===== src/logic/ssr_regs.vh =====
`ifndef SSR_REGS_VH
`define SSR_REGS_VH
// Status byte bit positions
`define SSR_SB_NEW_READING   0
`define SSR_SB_UNUSED        1
`define SSR_SB_RANGE         2
`define SSR_SB_ALARM         3
`define SSR_SB_FAULT         4
`define SSR_SB_EVENT_SUMMARY 5
`define SSR_SB_REQUEST       6
`define SSR_SB_LOG_DONE      7
// Standard event bit positions
`define SSR_EV_OPC           0
`define SSR_EV_QUERY_FAULT   2
`define SSR_EV_DEVICE_FAULT  3
`define SSR_EV_EXEC_FAULT    4
`define SSR_EV_CMD_FAULT     5
`define SSR_EV_POWER_ON      7
// Masks of implemented bits
`define SSR_SB_LATCH_MASK    8'hBD
`define SSR_EV_USED_MASK     8'hBD
// Reset values
`define SSR_RESET_BYTE       8'h00
`define SSR_EV_RESET         8'h80
`endif


===== src/logic/ssr_status_request.v =====
`timescale 1ns/1ps
`include "ssr_regs.vh"
module ssr_status_request (
  input  wire       i_ref_clk,
  input  wire       i_rst,
  input  wire       i_new_reading,
  input  wire       i_sensor_over_range,
  input  wire       i_temperature_over_range,
  input  wire       i_sensor_under_range,
  input  wire       i_temperature_under_range,
  input  wire       i_alarm_active,
  input  wire       i_instrument_fault,
  input  wire       i_log_done,
  input  wire       i_command_fault_flag,
  input  wire       i_execution_fault_flag,
  input  wire       i_device_fault_flag,
  input  wire       i_query_fault_flag,
  input  wire       i_operation_complete_cmd,
  input  wire       i_pending_done,
  input  wire       i_request_enable_write_cmd,
  input  wire       i_event_enable_write_cmd,
  input  wire [7:0] i_write_data,
  input  wire       i_serial_poll,
  input  wire       i_status_byte_query_cmd,
  input  wire       i_event_flags_query_cmd,
  input  wire       i_event_enable_query_cmd,
  input  wire       i_request_enable_query_cmd,
  output reg  [7:0] o_read_data,
  output reg        o_read_valid,
  output wire       o_srq_out,
  output wire       o_srq_oe
);

  // ***************************************************************
  // Operation complete tracking
  // ***************************************************************
  // The command arms a wait; the flag rises once pending work ends
  reg opc_armed;
  wire opc_fire = (opc_armed | i_operation_complete_cmd) & i_pending_done;

  always @(posedge i_ref_clk) begin
    if (i_rst) begin
      opc_armed <= 1'b0;
    end else if (opc_fire) begin
      opc_armed <= 1'b0;
    end else if (i_operation_complete_cmd) begin
      opc_armed <= 1'b1;
    end
  end

  // ***************************************************************
  // Power-on marker
  // ***************************************************************
  // Reset stands in for the off-to-on transition; the flag's reset
  // value carries it so it is seen on the first query
  reg power_on_flag_seen;
  always @(posedge i_ref_clk) begin
    if (i_rst) begin
      power_on_flag_seen <= 1'b0;
    end else begin
      power_on_flag_seen <= 1'b1;
    end
  end

  // ***************************************************************
  // Standard event flags
  // ***************************************************************
  reg  [7:0] event_set;
  wire [7:0] standard_event_flags;

  always @* begin
    event_set = 8'h00;
    event_set[`SSR_EV_POWER_ON]     = 1'b0;
    event_set[`SSR_EV_CMD_FAULT]    = i_command_fault_flag;
    event_set[`SSR_EV_EXEC_FAULT]   = i_execution_fault_flag;
    event_set[`SSR_EV_DEVICE_FAULT] = i_device_fault_flag;
    event_set[`SSR_EV_QUERY_FAULT]  = i_query_fault_flag;
    event_set[`SSR_EV_OPC]          = opc_fire;
  end

  // A query that loses the read arbitration is not answered, so it
  // must not wipe flags the host never saw
  wire event_flags_served = i_event_flags_query_cmd & ~i_serial_poll &
                            ~i_status_byte_query_cmd;

  ssr_sticky #(
    .WIDTH(8)
  ) u_event_flags (
    .i_ref_clk    (i_ref_clk),
    .i_rst        (i_rst),
    .i_set        (event_set),
    .i_clear      (event_flags_served),
    .i_keep_mask  (`SSR_EV_USED_MASK),
    .i_reset_value(`SSR_EV_RESET),
    .o_flags      (standard_event_flags)
  );

  // ***************************************************************
  // Enable masks
  // ***************************************************************
  wire [7:0] request_enable_mask;
  wire [7:0] standard_event_enable_mask;

  ssr_mask_reg #(
    .WIDTH(8)
  ) u_request_enable (
    .i_ref_clk  (i_ref_clk),
    .i_rst      (i_rst),
    .i_write    (i_request_enable_write_cmd),
    .i_data     (i_write_data),
    .i_keep_mask(8'hFF),
    .o_mask     (request_enable_mask)
  );

  ssr_mask_reg #(
    .WIDTH(8)
  ) u_event_enable (
    .i_ref_clk  (i_ref_clk),
    .i_rst      (i_rst),
    .i_write    (i_event_enable_write_cmd),
    .i_data     (i_write_data),
    .i_keep_mask(8'hFF),
    .o_mask     (standard_event_enable_mask)
  );

  // ***************************************************************
  // Status byte reports
  // ***************************************************************
  wire any_range = i_sensor_over_range | i_temperature_over_range |
                   i_sensor_under_range | i_temperature_under_range;
  // Summary follows enabled events only, so masked events never
  // reach the request through bit 5
  wire event_summary_flag =
    |(standard_event_flags & standard_event_enable_mask);

  reg  [7:0] report_set;
  wire [7:0] report_latched;

  always @* begin
    report_set = 8'h00;
    report_set[`SSR_SB_NEW_READING]   = i_new_reading;
    report_set[`SSR_SB_RANGE]         = any_range;
    report_set[`SSR_SB_ALARM]         = i_alarm_active;
    report_set[`SSR_SB_FAULT]         = i_instrument_fault;
    report_set[`SSR_SB_EVENT_SUMMARY] = event_summary_flag;
    report_set[`SSR_SB_LOG_DONE]      = i_log_done;
  end

  ssr_sticky #(
    .WIDTH(8)
  ) u_report_latch (
    .i_ref_clk    (i_ref_clk),
    .i_rst        (i_rst),
    .i_set        (report_set),
    .i_clear      (i_serial_poll),
    .i_keep_mask  (`SSR_SB_LATCH_MASK),
    .i_reset_value(`SSR_RESET_BYTE),
    .o_flags      (report_latched)
  );

  // ***************************************************************
  // Service request
  // ***************************************************************
  wire [7:0] masked_reports = report_latched & request_enable_mask &
                              `SSR_SB_LATCH_MASK;
  wire request_pending = request_enable_mask[`SSR_SB_REQUEST] &
                         (|masked_reports);
  wire [7:0] summary_status_byte = report_latched |
    ({7'h00, request_pending} << `SSR_SB_REQUEST);

  // Open collector: drive low only, release otherwise
  assign o_srq_out = 1'b0;
  assign o_srq_oe  = request_pending & power_on_flag_seen;

  // ***************************************************************
  // Read port
  // ***************************************************************
  // Value is sampled before the clear that the same strobe triggers
  always @(posedge i_ref_clk) begin
    if (i_rst) begin
      o_read_data  <= `SSR_RESET_BYTE;
      o_read_valid <= 1'b0;
    end else begin
      o_read_valid <= i_serial_poll | i_status_byte_query_cmd |
                      i_event_flags_query_cmd | i_event_enable_query_cmd |
                      i_request_enable_query_cmd;
      if (i_serial_poll) begin
        o_read_data <= summary_status_byte;
      end else if (i_status_byte_query_cmd) begin
        o_read_data <= summary_status_byte;
      end else if (i_event_flags_query_cmd) begin
        o_read_data <= standard_event_flags;
      end else if (i_event_enable_query_cmd) begin
        o_read_data <= standard_event_enable_mask;
      end else if (i_request_enable_query_cmd) begin
        o_read_data <= request_enable_mask;
      end
    end
  end

endmodule


===== src/logic/ssr_sticky.v =====
`timescale 1ns/1ps
// Bank of sticky flags: set wins over clear in the same cycle
module ssr_sticky #(
  parameter WIDTH = 8
) (
  input  wire             i_ref_clk,
  input  wire             i_rst,
  input  wire [WIDTH-1:0] i_set,
  input  wire             i_clear,
  input  wire [WIDTH-1:0] i_keep_mask,
  input  wire [WIDTH-1:0] i_reset_value,
  output wire [WIDTH-1:0] o_flags
);
  genvar g;
  generate
    for (g = 0; g < WIDTH; g = g + 1) begin : bit_gen
      // One variable per bit keeps each flop with a single driver
      reg flag;
      always @(posedge i_ref_clk) begin
        if (i_rst) begin
          flag <= i_reset_value[g];
        end else if (!i_keep_mask[g]) begin
          flag <= 1'b0;
        end else if (i_set[g]) begin
          flag <= 1'b1;
        end else if (i_clear) begin
          flag <= 1'b0;
        end
      end
      assign o_flags[g] = flag;
    end
  endgenerate
endmodule


===== src/logic/ssr_mask_reg.v =====
`timescale 1ns/1ps
// Enable mask register written whole by a command strobe
module ssr_mask_reg #(
  parameter WIDTH = 8
) (
  input  wire             i_ref_clk,
  input  wire             i_rst,
  input  wire             i_write,
  input  wire [WIDTH-1:0] i_data,
  input  wire [WIDTH-1:0] i_keep_mask,
  output reg  [WIDTH-1:0] o_mask
);
  always @(posedge i_ref_clk) begin
    if (i_rst) begin
      o_mask <= {WIDTH{1'b0}};
    end else if (i_write) begin
      o_mask <= i_data & i_keep_mask;
    end
  end
endmodule


===== config.mk =====
export PLATFORM = sky130hd
export DESIGN_NAME = ssr_status_request
export DESIGN_NICKNAME = d
export VERILOG_FILES = /design/src/logic/ssr_status_request.v /design/src/logic/ssr_sticky.v /design/src/logic/ssr_mask_reg.v
export VERILOG_INCLUDE_DIRS = /design/src /design/src/logic
export SDC_FILE = /design/constraint.sdc
export NUM_CORES = 1
export LEC_CHECK = 0
export BUFFER_PORTS_ARGS = -buffer_cell sky130_fd_sc_hd__buf_4
export CORE_MARGIN = 2
export CORE_UTILIZATION = 45
export DETAILED_ROUTE_END_ITERATION = 16
export GPL_TIMING_DRIVEN = 0
export PLACE_DENSITY = 0.69
export SLEW_MARGIN = 10
export SYNTH_ARGS = -nofsm -noshare
export SYNTH_HDL_FRONTEND = slang
export SYNTH_SLANG_ARGS = --single-unit

===== constraint.sdc =====
create_clock -name i_ref_clk -period 2.3 [get_ports i_ref_clk]
set_clock_uncertainty 0.15 [all_clocks]
set_input_delay 0 -clock i_ref_clk [delete_from_list [all_inputs] [get_ports i_ref_clk]]
set_output_delay 0 -clock i_ref_clk [all_outputs]
set_load 0.02 [all_outputs]

==> results of run 1 <==
area by class of cell:
type / count / area (um^2)
clock buffers: 8 / 68.8
plain buffers: 14 / 80.1
flip-flops and latches: 39 / 781
inverters: 3 / 11.3
repair buffers: 68 / 591
fillers: 275 / 1050
multi-input cells: 120 / 776
well taps: 46 / 57.6
cells in the mapped netlist, drive strengths merged, types with 4 or more instances:
cell	number
dfxtp	39
nor2	27
mux2i	18
nand2	11
a21oi	10
buf	7
clkbuf	7
nor3	7
a311oi	6
mux2	6
o211ai	6
a22oi	5
nand2b	4
stage by stage:
step	util, %	cells	hold slack (ns)	area, um^2	setup slack, ns
after floorplan	-	176	-0.0707	1650	0.987
after global placement	57.8	258	0.0221	1980	0.838
after detailed placement	57.8	258	0.0285	1980	0.813
after CTS	69.2	298	0.0435	2360	0.387
after global routing	69.2	298	0.0702	2360	0.180
final	69.2	298	0.0501	2360	0.323
worst max-delay path, cell delays in order:
cell	delay, ns
dlygate4sd3_1	0.55
buf_4	0.14
nor4_1	0.15
dlygate4sd3_1	0.59
a21oi_1	0.06
dlygate4sd3_1	0.58
sequential cells by signal (all words and copies together), names as in the netlist:
| name | count |
|---|---|
| o_read_data | 8 |
| opc_armed | 1 |
| u_request_enable.o_mask | 8 |
| u_event_enable.o_mask | 8 |
| power_on_flag_seen | 1 |
| u_event_flags.bit_gen.flag | 6 |
| o_read_valid | 1 |
| u_report_latch.bit_gen.flag | 6 |
routing by layer:
layer | vias up | part of all wire [%] | routed length [um] | GRT usage, %
li1 | 772 | - | - | -
met1 | 728 | 43 | 1970 | 28.4
met2 | 60 | 49 | 2240 | 41.4
met3 | 15 | 5.6 | 259 | 4.34
met4 | 0 | 2.7 | 125 | 10.9
met5 | - | 0 | 0 | 0
report_power, final:
part / internal [mW] / switching, mW / leakage (nW)
logic: 0.136 / 0.108 / 0.668
clock network: 0.180 / 0.214 / 0.0386
registers: 0.718 / 0.0344 / 0.323
worst max path at each step:
stage                               from                                           to  cells past startpoint
5_1_grt        i_temperature_under_range  u_report_latch.bit_gen[2].flag$_SDFFE_PP0P_                      6
4_1_cts        i_temperature_under_range  u_report_latch.bit_gen[2].flag$_SDFFE_PP0P_                      6
3_5_place_dp     i_event_flags_query_cmd                  o_read_data[3]$_SDFFE_PP0P_                      6
6_report       i_temperature_under_range  u_report_latch.bit_gen[2].flag$_SDFFE_PP0P_                      6
2_1_floorplan   i_event_enable_query_cmd                  o_read_data[3]$_SDFFE_PP0P_                      6
3_3_place_gp     i_event_flags_query_cmd                  o_read_data[3]$_SDFFE_PP0P_                      6
what timing repair did:
item	4_1_cts	5_1_grt
resized for setup	0	0
hold endpoints to repair	37	0
hold buffers	32	0
kinds of logic (layout without fill, tap and decap cells):
| family | after synthesis | count (layout) |
|---|---|---|
| other cells | 1 | 1 |
| compound gates | 36 | 36 |
| simple gates | 59 | 59 |
| mux | 24 | 24 |
| buf+inv | 17 | 93 |
| flops | 39 | 39 |
==> reports/metrics.csv, run 1 <==
stage,metric,value,unit
outcome,status,finished clean,
sta,minimum clock period,1.98,ns
synthesis,Syn Std Cell Area,1650,um^2
synthesis,post-synthesis mux area share,15.0,%
routing,Via density,5.29,
critical_path,Critical Path RT,2.40,ns
routing,Initial DRC Count,74,
synthesis,Synth Area in Simple Gates,16.4,%
sta,Least-Margin Pin Slew,0.636,ns
sta,final setup vio count,0,
clocking,clock root buffer,clkbuf_4,
layout,"most common cell after layout, fill and taps aside",dfxtp_1,
global_route,GRT Overall Usage,23.8,%
routing,DRT antenna net count,0,
sta,Final TNS setup,0,ns
critical_path,R2R Path Start,u_request_enable.o_mask[1]$_SDFFE_PP0P_,
power_and_ir_drop,Max rail drop VDD,0.356,mV
critical_path,Crit Path Class,input pin to register,
routing,drt drc,0,
hold_path,Hold Path Class,input pin to register,
routing,First-pass DRT Iterations,4,
flow_run,Max-Cap Viols,0,
synthesis,Synth Warn #,0,
clocking,Max Root-Sink Buffers,2,
die,die height,64.5,um
routing,final wirelength,4600,um
synthesis,Syn Nets,207,
sta,RSZ-0062 raised after global routing,false,
power_and_ir_drop,Total Power,1.39,mW
synthesis,fraction of the mapped netlist area in adder cells,0,%
clocking,Worst-path clk slew,0.11,ns
routing,via count,1575,
critical_path,worst r2r dst,o_read_data[1]$_SDFFE_PP0P_,
clocking,Post-CTS Setup Inserts,0,
sta,Highest Clock Rate,0.506,GHz
global_route,GR Overflow Total,0,
global_route,largest net degree at the start of global routing,12,
die,floorplan row count,21,
layout,Antenna Diode Count,0,
synthesis,compound-cell area share of the yosys netlist,15.4,%
synthesis,post-synthesis sequential area ratio,47.4,%
synthesis,Yosys reg bits,39,
place,placed wire-length estimate,3030,um
place,I/O Buffers,36,
global_route,wire length of the first global-routing pass,7410,um
layout,most frequent cells in the layout,"dfxtp_1, buf_4, dlygate4sd3_1",
critical_path,CP Capture Type,register,
layout,share of cells above drive strength 1,23.0,%
sta,Final Cycle Share,86.0,%
critical_path,Worst EP arrival,2.07,ns
sta,relative max-transition margin,57.6,%
layout,Area growth syn-to-layout,43.5,%
hold_path,hold depth,4,
synthesis,main combinational cell family by area after synthesis,simple AND/OR/NAND/NOR gates,
die,core area,3420,um^2
clocking,Sink Count,39,
synthesis,"Top FF cell, synth",dfxtp_1,
hold_path,WHS Endpoint,o_read_data[7]$_SDFFE_PP0P_,
routing,Routed wire per std cell,15.4,um
place,global placer's final weighted congestion,0.856,
synthesis,xor and xnor area share after synthesis,0,%
clocking,"Clk Latency, worst-skew pair",0.35,ns
synthesis,Yosys top cell area share,47.4,%
synthesis,Post-synth EDFFs,0,
synthesis,cell count after synthesis,176,
critical_path,CP Max Fanout,1,
synthesis,"top cells by area, synth","dfxtp_1, mux2i_1, nor2_1",
sta,Final Hold Viols,0,
die,Die ar.,4160,um^2
clocking,CTS Buf Count,5,
synthesis,asr flop ratio synth,0,%
hold_path,hold path start,i_event_flags_query_cmd,
die,Die X,64.5,um
sta,fin. max-slew vios,0,
synthesis,synth unique cells,33,
global_route,initial antenna violation count,0,
die,Initial Util,48.2,%
clocking,CTS tree,built,
critical_path,worst r2r path cells,3,
die,I/O pin count,42,
global_route,vias in the first global route,1552,
synthesis,syn avg cell area,9.36,um^2
critical_path,R2R setup slack,0.67,ns
critical_path,CP startpoint kind,input pin,
power_and_ir_drop,pwr/cell area,588,nW/um^2
clocking,CTS H-tree lvls,2,
synthesis,"area leader, netlist",dfxtp_1,
power_and_ir_drop,Pleak,1.03,nW
layout,final net count,282,
Power figures use the tool's default switching activity.
==> inputs of run 2 (changes only) <==
CORE_UTILIZATION = 40   (was 45)
PLACE_DENSITY = unset   (was 0.69)
PLACE_DENSITY_LB_ADDON = 0.1   (was unset)
==> reports/metrics.csv, run 2 (same netlist as run 1, synthesis figures left out) <==
stage,metric,value,unit,change
die,Initial Util,41.5,%,-6.7 points
clocking,"Clk Latency, worst-skew pair",0.28,ns,-0.07 ns
place,I/O Buffers,36,,unchanged
routing,final wirelength,4320,um,-6.1%
sta,Least-Margin Pin Slew,0.644,ns,+0.00808 ns
die,core area,3970,um^2,+16%
global_route,initial antenna violation count,0,,unchanged
sta,final worst-path setup slack,0.217,ns,-0.106 ns
layout,post-layout utilization of the core,58.0,%,-11 points
clocking,CTS resizes,0,,unchanged
clocking,CTS tree,built,,
flow_run,Max-Cap Viols,0,,unchanged
clocking,CTS Buf Count,5,,unchanged
layout,Area growth syn-to-layout,39.8,%,
clocking,Post-CTS Setup Inserts,0,,unchanged
layout,Antenna Diode Count,0,,unchanged
clocking,clock root buffer,clkbuf_8,,
critical_path,Worst EP arrival,2.10,ns,+0.03 ns
routing,Via density,5.10,,-3.5%
routing,Routed wire per std cell,14.7,um,-4.5%
global_route,GR Overflow Total,0,,unchanged
layout,share of cells above drive strength 1,23.0,%,+0.029 points
layout,top flop regs,"o_read_data: 8 flops, u_event_enable.o_mask: 8 flops, u_request_enable.o_mask: 8 flops",,
die,Die X,68.2,um,+5.7%
layout,final net count,275,,-2.5%
sta,relative max-transition margin,57.1,%,-0.54 points
global_route,wire length of the first global-routing pass,6840,um,-7.7%
routing,via count,1494,,-5.1%
sta,Final Hold Viols,0,,unchanged
outcome,status,finished clean,,
power_and_ir_drop,pwr/cell area,606,nW/um^2,+3.0%
clocking,CTS H-tree lvls,2,,unchanged
sta,final setup vio count,0,,unchanged
place,global placer's final weighted congestion,0.907,,+5.9%
power_and_ir_drop,Pleak,0.996,nW,-3.3%
global_route,largest net degree at the start of global routing,11,,-1
place,Post-Place Worst Slack,0.814,ns,+0.00152 ns
global_route,GRT Overall Usage,20.4,%,-3.5 points
critical_path,Crit Path Class,input pin to register,,
place,Area after DPL,1980,um^2,+0.25%
sta,Final Cycle Share,90.6,%,+4.6 points
critical_path,CP Max Fanout,1,,unchanged
layout,fin area,2300,um^2,-2.6%
sta,minimum clock period,2.08,ns,+0.106 ns
sta,Final TNS setup,0,ns,unchanged
routing,DRT antenna net count,0,,unchanged
layout,"most common cell after layout, fill and taps aside",dfxtp_1,,
layout,most frequent cells in the layout,"dfxtp_1, buf_4, nor2_1",,
global_route,vias in the first global route,1520,,-2.1%
sta,RSZ-0062 raised after global routing,false,,
die,die height,68.2,um,+5.7%
clocking,Max Root-Sink Buffers,2,,unchanged
routing,Initial DRC Count,76,,+2.7%
clocking,Sink Count,39,,unchanged
sta,Hold WS,0.0175,ns,-0.0326 ns
clocking,Worst-path clk slew,0.07,ns,-0.04 ns
critical_path,CP startpoint kind,input pin,,
die,floorplan row count,23,,+9.5%
power_and_ir_drop,Max rail drop VDD,0.430,mV,+21%
critical_path,Critical Path RT,2.32,ns,-0.08 ns
sta,Highest Clock Rate,0.480,GHz,-5.1%
critical_path,CP Capture Type,register,,
hold_path,Hold Path Class,input pin to register,,
place,placed wire-length estimate,3190,um,+5.3%
routing,drt drc,0,,unchanged
clocking,Hold Buf Count CTS,25,,-22%
layout,fillers,366,,+33%
die,I/O pin count,42,,unchanged
die,Die ar.,4650,um^2,+12%
routing,First-pass DRT Iterations,5,,+1
sta,fin. max-slew vios,0,,unchanged
-- run 2: changes by cell type in the layout (fill, tap and decap cells not counted), sizes merged --
| cell | change |
|---|---|
| clkbuf | -2 |
| dlygate4sd3 | -7 |
-- run 2: where the power goes --
group	total [mW]	switching [mW]	internal, mW	leakage [nW]
sequential	0.751	0.0325	0.719	0.323
combinational	0.232	0.105	0.127	0.636
clock	0.412	0.210	0.202	0.0371
total	1.39	0.347	1.05	0.996
-- run 2: metrics by stage --
stage	power [mW]	cells
2_1_floorplan	0.875	176
3_3_place_gp	0.957	262
3_5_place_dp	0.965	262
4_1_cts	1.40	293
5_1_grt	1.45	293
6_report	1.39	293
-- run 2: final timing paths --
kind	from	to	slack [ns]	cells past startpoint
worst max-delay path	i_temperature_under_range	u_report_latch.bit_gen[2].flag$_SDFFE_PP0P_	0.22	6
worst min-delay path	i_status_byte_query_cmd	o_read_data[7]$_SDFFE_PP0P_	0.02	4
worst max register to register	u_request_enable.o_mask[1]$_SDFFE_PP0P_	o_read_data[1]$_SDFFE_PP0P_	0.72	3
worst min register to register	u_event_flags.bit_gen[7].flag$_SDFFE_PP1P_	u_event_flags.bit_gen[7].flag$_SDFFE_PP1P_	0.32	2
-- run 2: final cells by class --
class,count,area [um^2],area share (%)
buffer,14,80.1,3.48
timing repair buffer,61,520,22.6
clock buffer,6,72.6,3.15
sequential,39,781,33.9
tap,50,62.6,2.72
multi-input combinational,120,776,33.7
inverter,3,11.3,0.489
-- run 2: metal layers --
layer | wire [um] | track usage, %
met2 | 2200 | 36.4
met3 | 199 | 4.11
met5 | 0 | 0
met4 | 41 | 8.00
met1 | 1880 | 23.6
-- run 2: worst max-delay path, cell delays in order --
cell and delay (ns):
dlygate4sd3_1 0.53, buf_4 0.13, nor4_1 0.19, dlygate4sd3_1 0.61
a21oi_1 0.07, dlygate4sd3_1 0.58
==> inputs of run 3 (changes only) <==
REMOVE_ABC_BUFFERS = 1   (was unset)
==> reports/metrics.csv, run 3 (same netlist as run 1, synthesis figures left out) <==
stage,metric,value,unit,change
outcome,status,finished clean,,
clocking,CTS tree,built,,
place,I/O Buffers,40,,+11%
routing,First-pass DRT Iterations,4,,-1
flow_run,Max-Cap Viols,0,,unchanged
critical_path,CP Max Fanout,9,,+8
global_route,largest net degree at the start of global routing,37,,+26
clocking,clock root buffer,clkbuf_8,,
clocking,"Clk Latency, worst-skew pair",0.29,ns,about the same
global_route,vias in the first global route,1482,,-2.5%
routing,via count,1528,,+2.3%
place,placed wire-length estimate,2780,um,-13%
clocking,CTS resizes,0,,unchanged
critical_path,Worst EP arrival,2.18,ns,+0.08 ns
routing,Initial DRC Count,85,,+12%
layout,fillers,347,,-5.2%
sta,Final TNS setup,0,ns,unchanged
routing,drt drc,0,,unchanged
die,floorplan row count,23,,unchanged
critical_path,CP Capture Type,register,,
hold_path,hold depth,4,,unchanged
sta,fin. max-slew vios,0,,unchanged
layout,"most common cell after layout, fill and taps aside",dlygate4sd3_1,,
power_and_ir_drop,Total Power,1.45,mW,+4.2%
clocking,Worst-path clk slew,0.08,ns,about the same
layout,Seq. cell area,781,um^2,unchanged
die,I/O pin count,42,,unchanged
die,Die X,68.2,um,unchanged
sta,minimum clock period,2.09,ns,+0.00972 ns
die,die height,68.2,um,unchanged
critical_path,worst r2r path cells,4,,+1
layout,top flop regs,"o_read_data: 8 flops, u_event_enable.o_mask: 8 flops, u_request_enable.o_mask: 8 flops",,
sta,Highest Clock Rate,0.478,GHz,-0.46%
sta,Final Cycle Share,91.0,%,+0.42 points
hold_path,Hold Path Class,input pin to register,,
routing,Routed wire per std cell,13.4,um,-9.1%
routing,DRT antenna net count,0,,unchanged
clocking,Max Root-Sink Buffers,2,,unchanged
global_route,GRT Overall Usage,20.1,%,-0.24 points
die,Initial Util,41.5,%,unchanged
global_route,GR Overflow Total,0,,unchanged
clocking,Post-CTS Setup Inserts,0,,unchanged
clocking,Sink Count,39,,unchanged
routing,final wirelength,4140,um,-4.2%
power_and_ir_drop,Pleak,1.11,nW,+11%
power_and_ir_drop,Max rail drop VDD,0.442,mV,+2.8%
global_route,wire length of the first global-routing pass,6890,um,+0.72%
sta,RSZ-0062 raised after global routing,false,,
critical_path,Critical Path RT,2.39,ns,+0.07 ns
clocking,Hold Buf Count CTS,49,,+96%
power_and_ir_drop,pwr/cell area,580,nW/um^2,-4.2%
die,Die ar.,4650,um^2,unchanged
place,global placer's final weighted congestion,0.818,,-9.9%
sta,final setup vio count,0,,unchanged
layout,share of cells above drive strength 1,22.4,%,-0.65 points
routing,Via density,4.94,,-3.0%
layout,area of the multi-input gates,776,um^2,unchanged
layout,Antenna Diode Count,0,,unchanged
critical_path,Crit Path Class,input pin to register,,
layout,most frequent cells in the layout,"dlygate4sd3_1, buf_4, dfxtp_1",,
sta,Final Hold Viols,0,,unchanged
place,DP Cell Count,252,,-3.8%
layout,Area growth syn-to-layout,52.0,%,
layout,Final Instance Count excl. Fillers,309,,+5.5%
clocking,CTS H-tree lvls,2,,unchanged
die,core area,3970,um^2,unchanged
critical_path,R2R setup slack,0.40,ns,-0.32 ns
clocking,CTS Buf Count,5,,unchanged
layout,final net count,289,,+5.1%
critical_path,CP startpoint kind,input pin,,
global_route,initial antenna violation count,0,,unchanged
run 3: per-stage QoR:
step           worst slack, ns  hold WS (ns)  cell area [um^2]  utilization [%]
2_1_floorplan             1.05       -0.0821              1570                -
3_3_place_gp             0.772        0.0227              1930             48.6
3_5_place_dp             0.750        0.0264              1930             48.6
4_1_cts                  0.270       0.00407              2500             63.1
5_1_grt                  0.129        0.0296              2500             63.1
6_report                 0.207        0.0136              2500             63.1
run 3: worst paths after layout:
check / from / to
setup / recovery: i_status_byte_query_cmd / o_read_data[1]$_SDFFE_PP0P_
hold / removal: i_serial_poll / u_event_flags.bit_gen[7].flag$_SDFFE_PP1P_
hold reg to reg: u_event_flags.bit_gen[7].flag$_SDFFE_PP1P_ / u_event_flags.bit_gen[7].flag$_SDFFE_PP1P_
setup reg to reg: u_request_enable.o_mask[6]$_SDFFE_PP0P_ / u_request_enable.o_mask[6]$_SDFFE_PP0P_
run 3: report_power, final:
group	internal, mW	leakage [nW]	total [mW]	switching, mW
Sequential	0.718	0.323	0.750	0.0321
Clock	0.207	0.0477	0.442	0.235
Combinational	0.156	0.737	0.261	0.105
run 3: per-layer routing:
metal  global-route usage (%)  vias up  part of all wire (%)
met2                     33.7       39                    50
met5                        0        -                     0
li1                         -      781                     -
met1                     25.8      706                    44
met4                     4.50        0                  0.36
met3                     5.43        2                   5.1
run 3: layout make-up:
cell class | count | area share [%]
tap | 50 | 2.50
clock inverter | 3 | 0.599
inverter | 3 | 0.450
clock buffer | 5 | 2.75
multi-input combinational | 120 | 31.0
timing repair buffer | 89 | 31.6
sequential | 39 | 31.2
run 3: worst max-delay path, cell delays in order:
cell and delay [ns]:
dlygate4sd3_1 0.53, buf_4 0.15, or3_1 0.48, a2111oi_0 0.40, dlygate4sd3_1 0.62
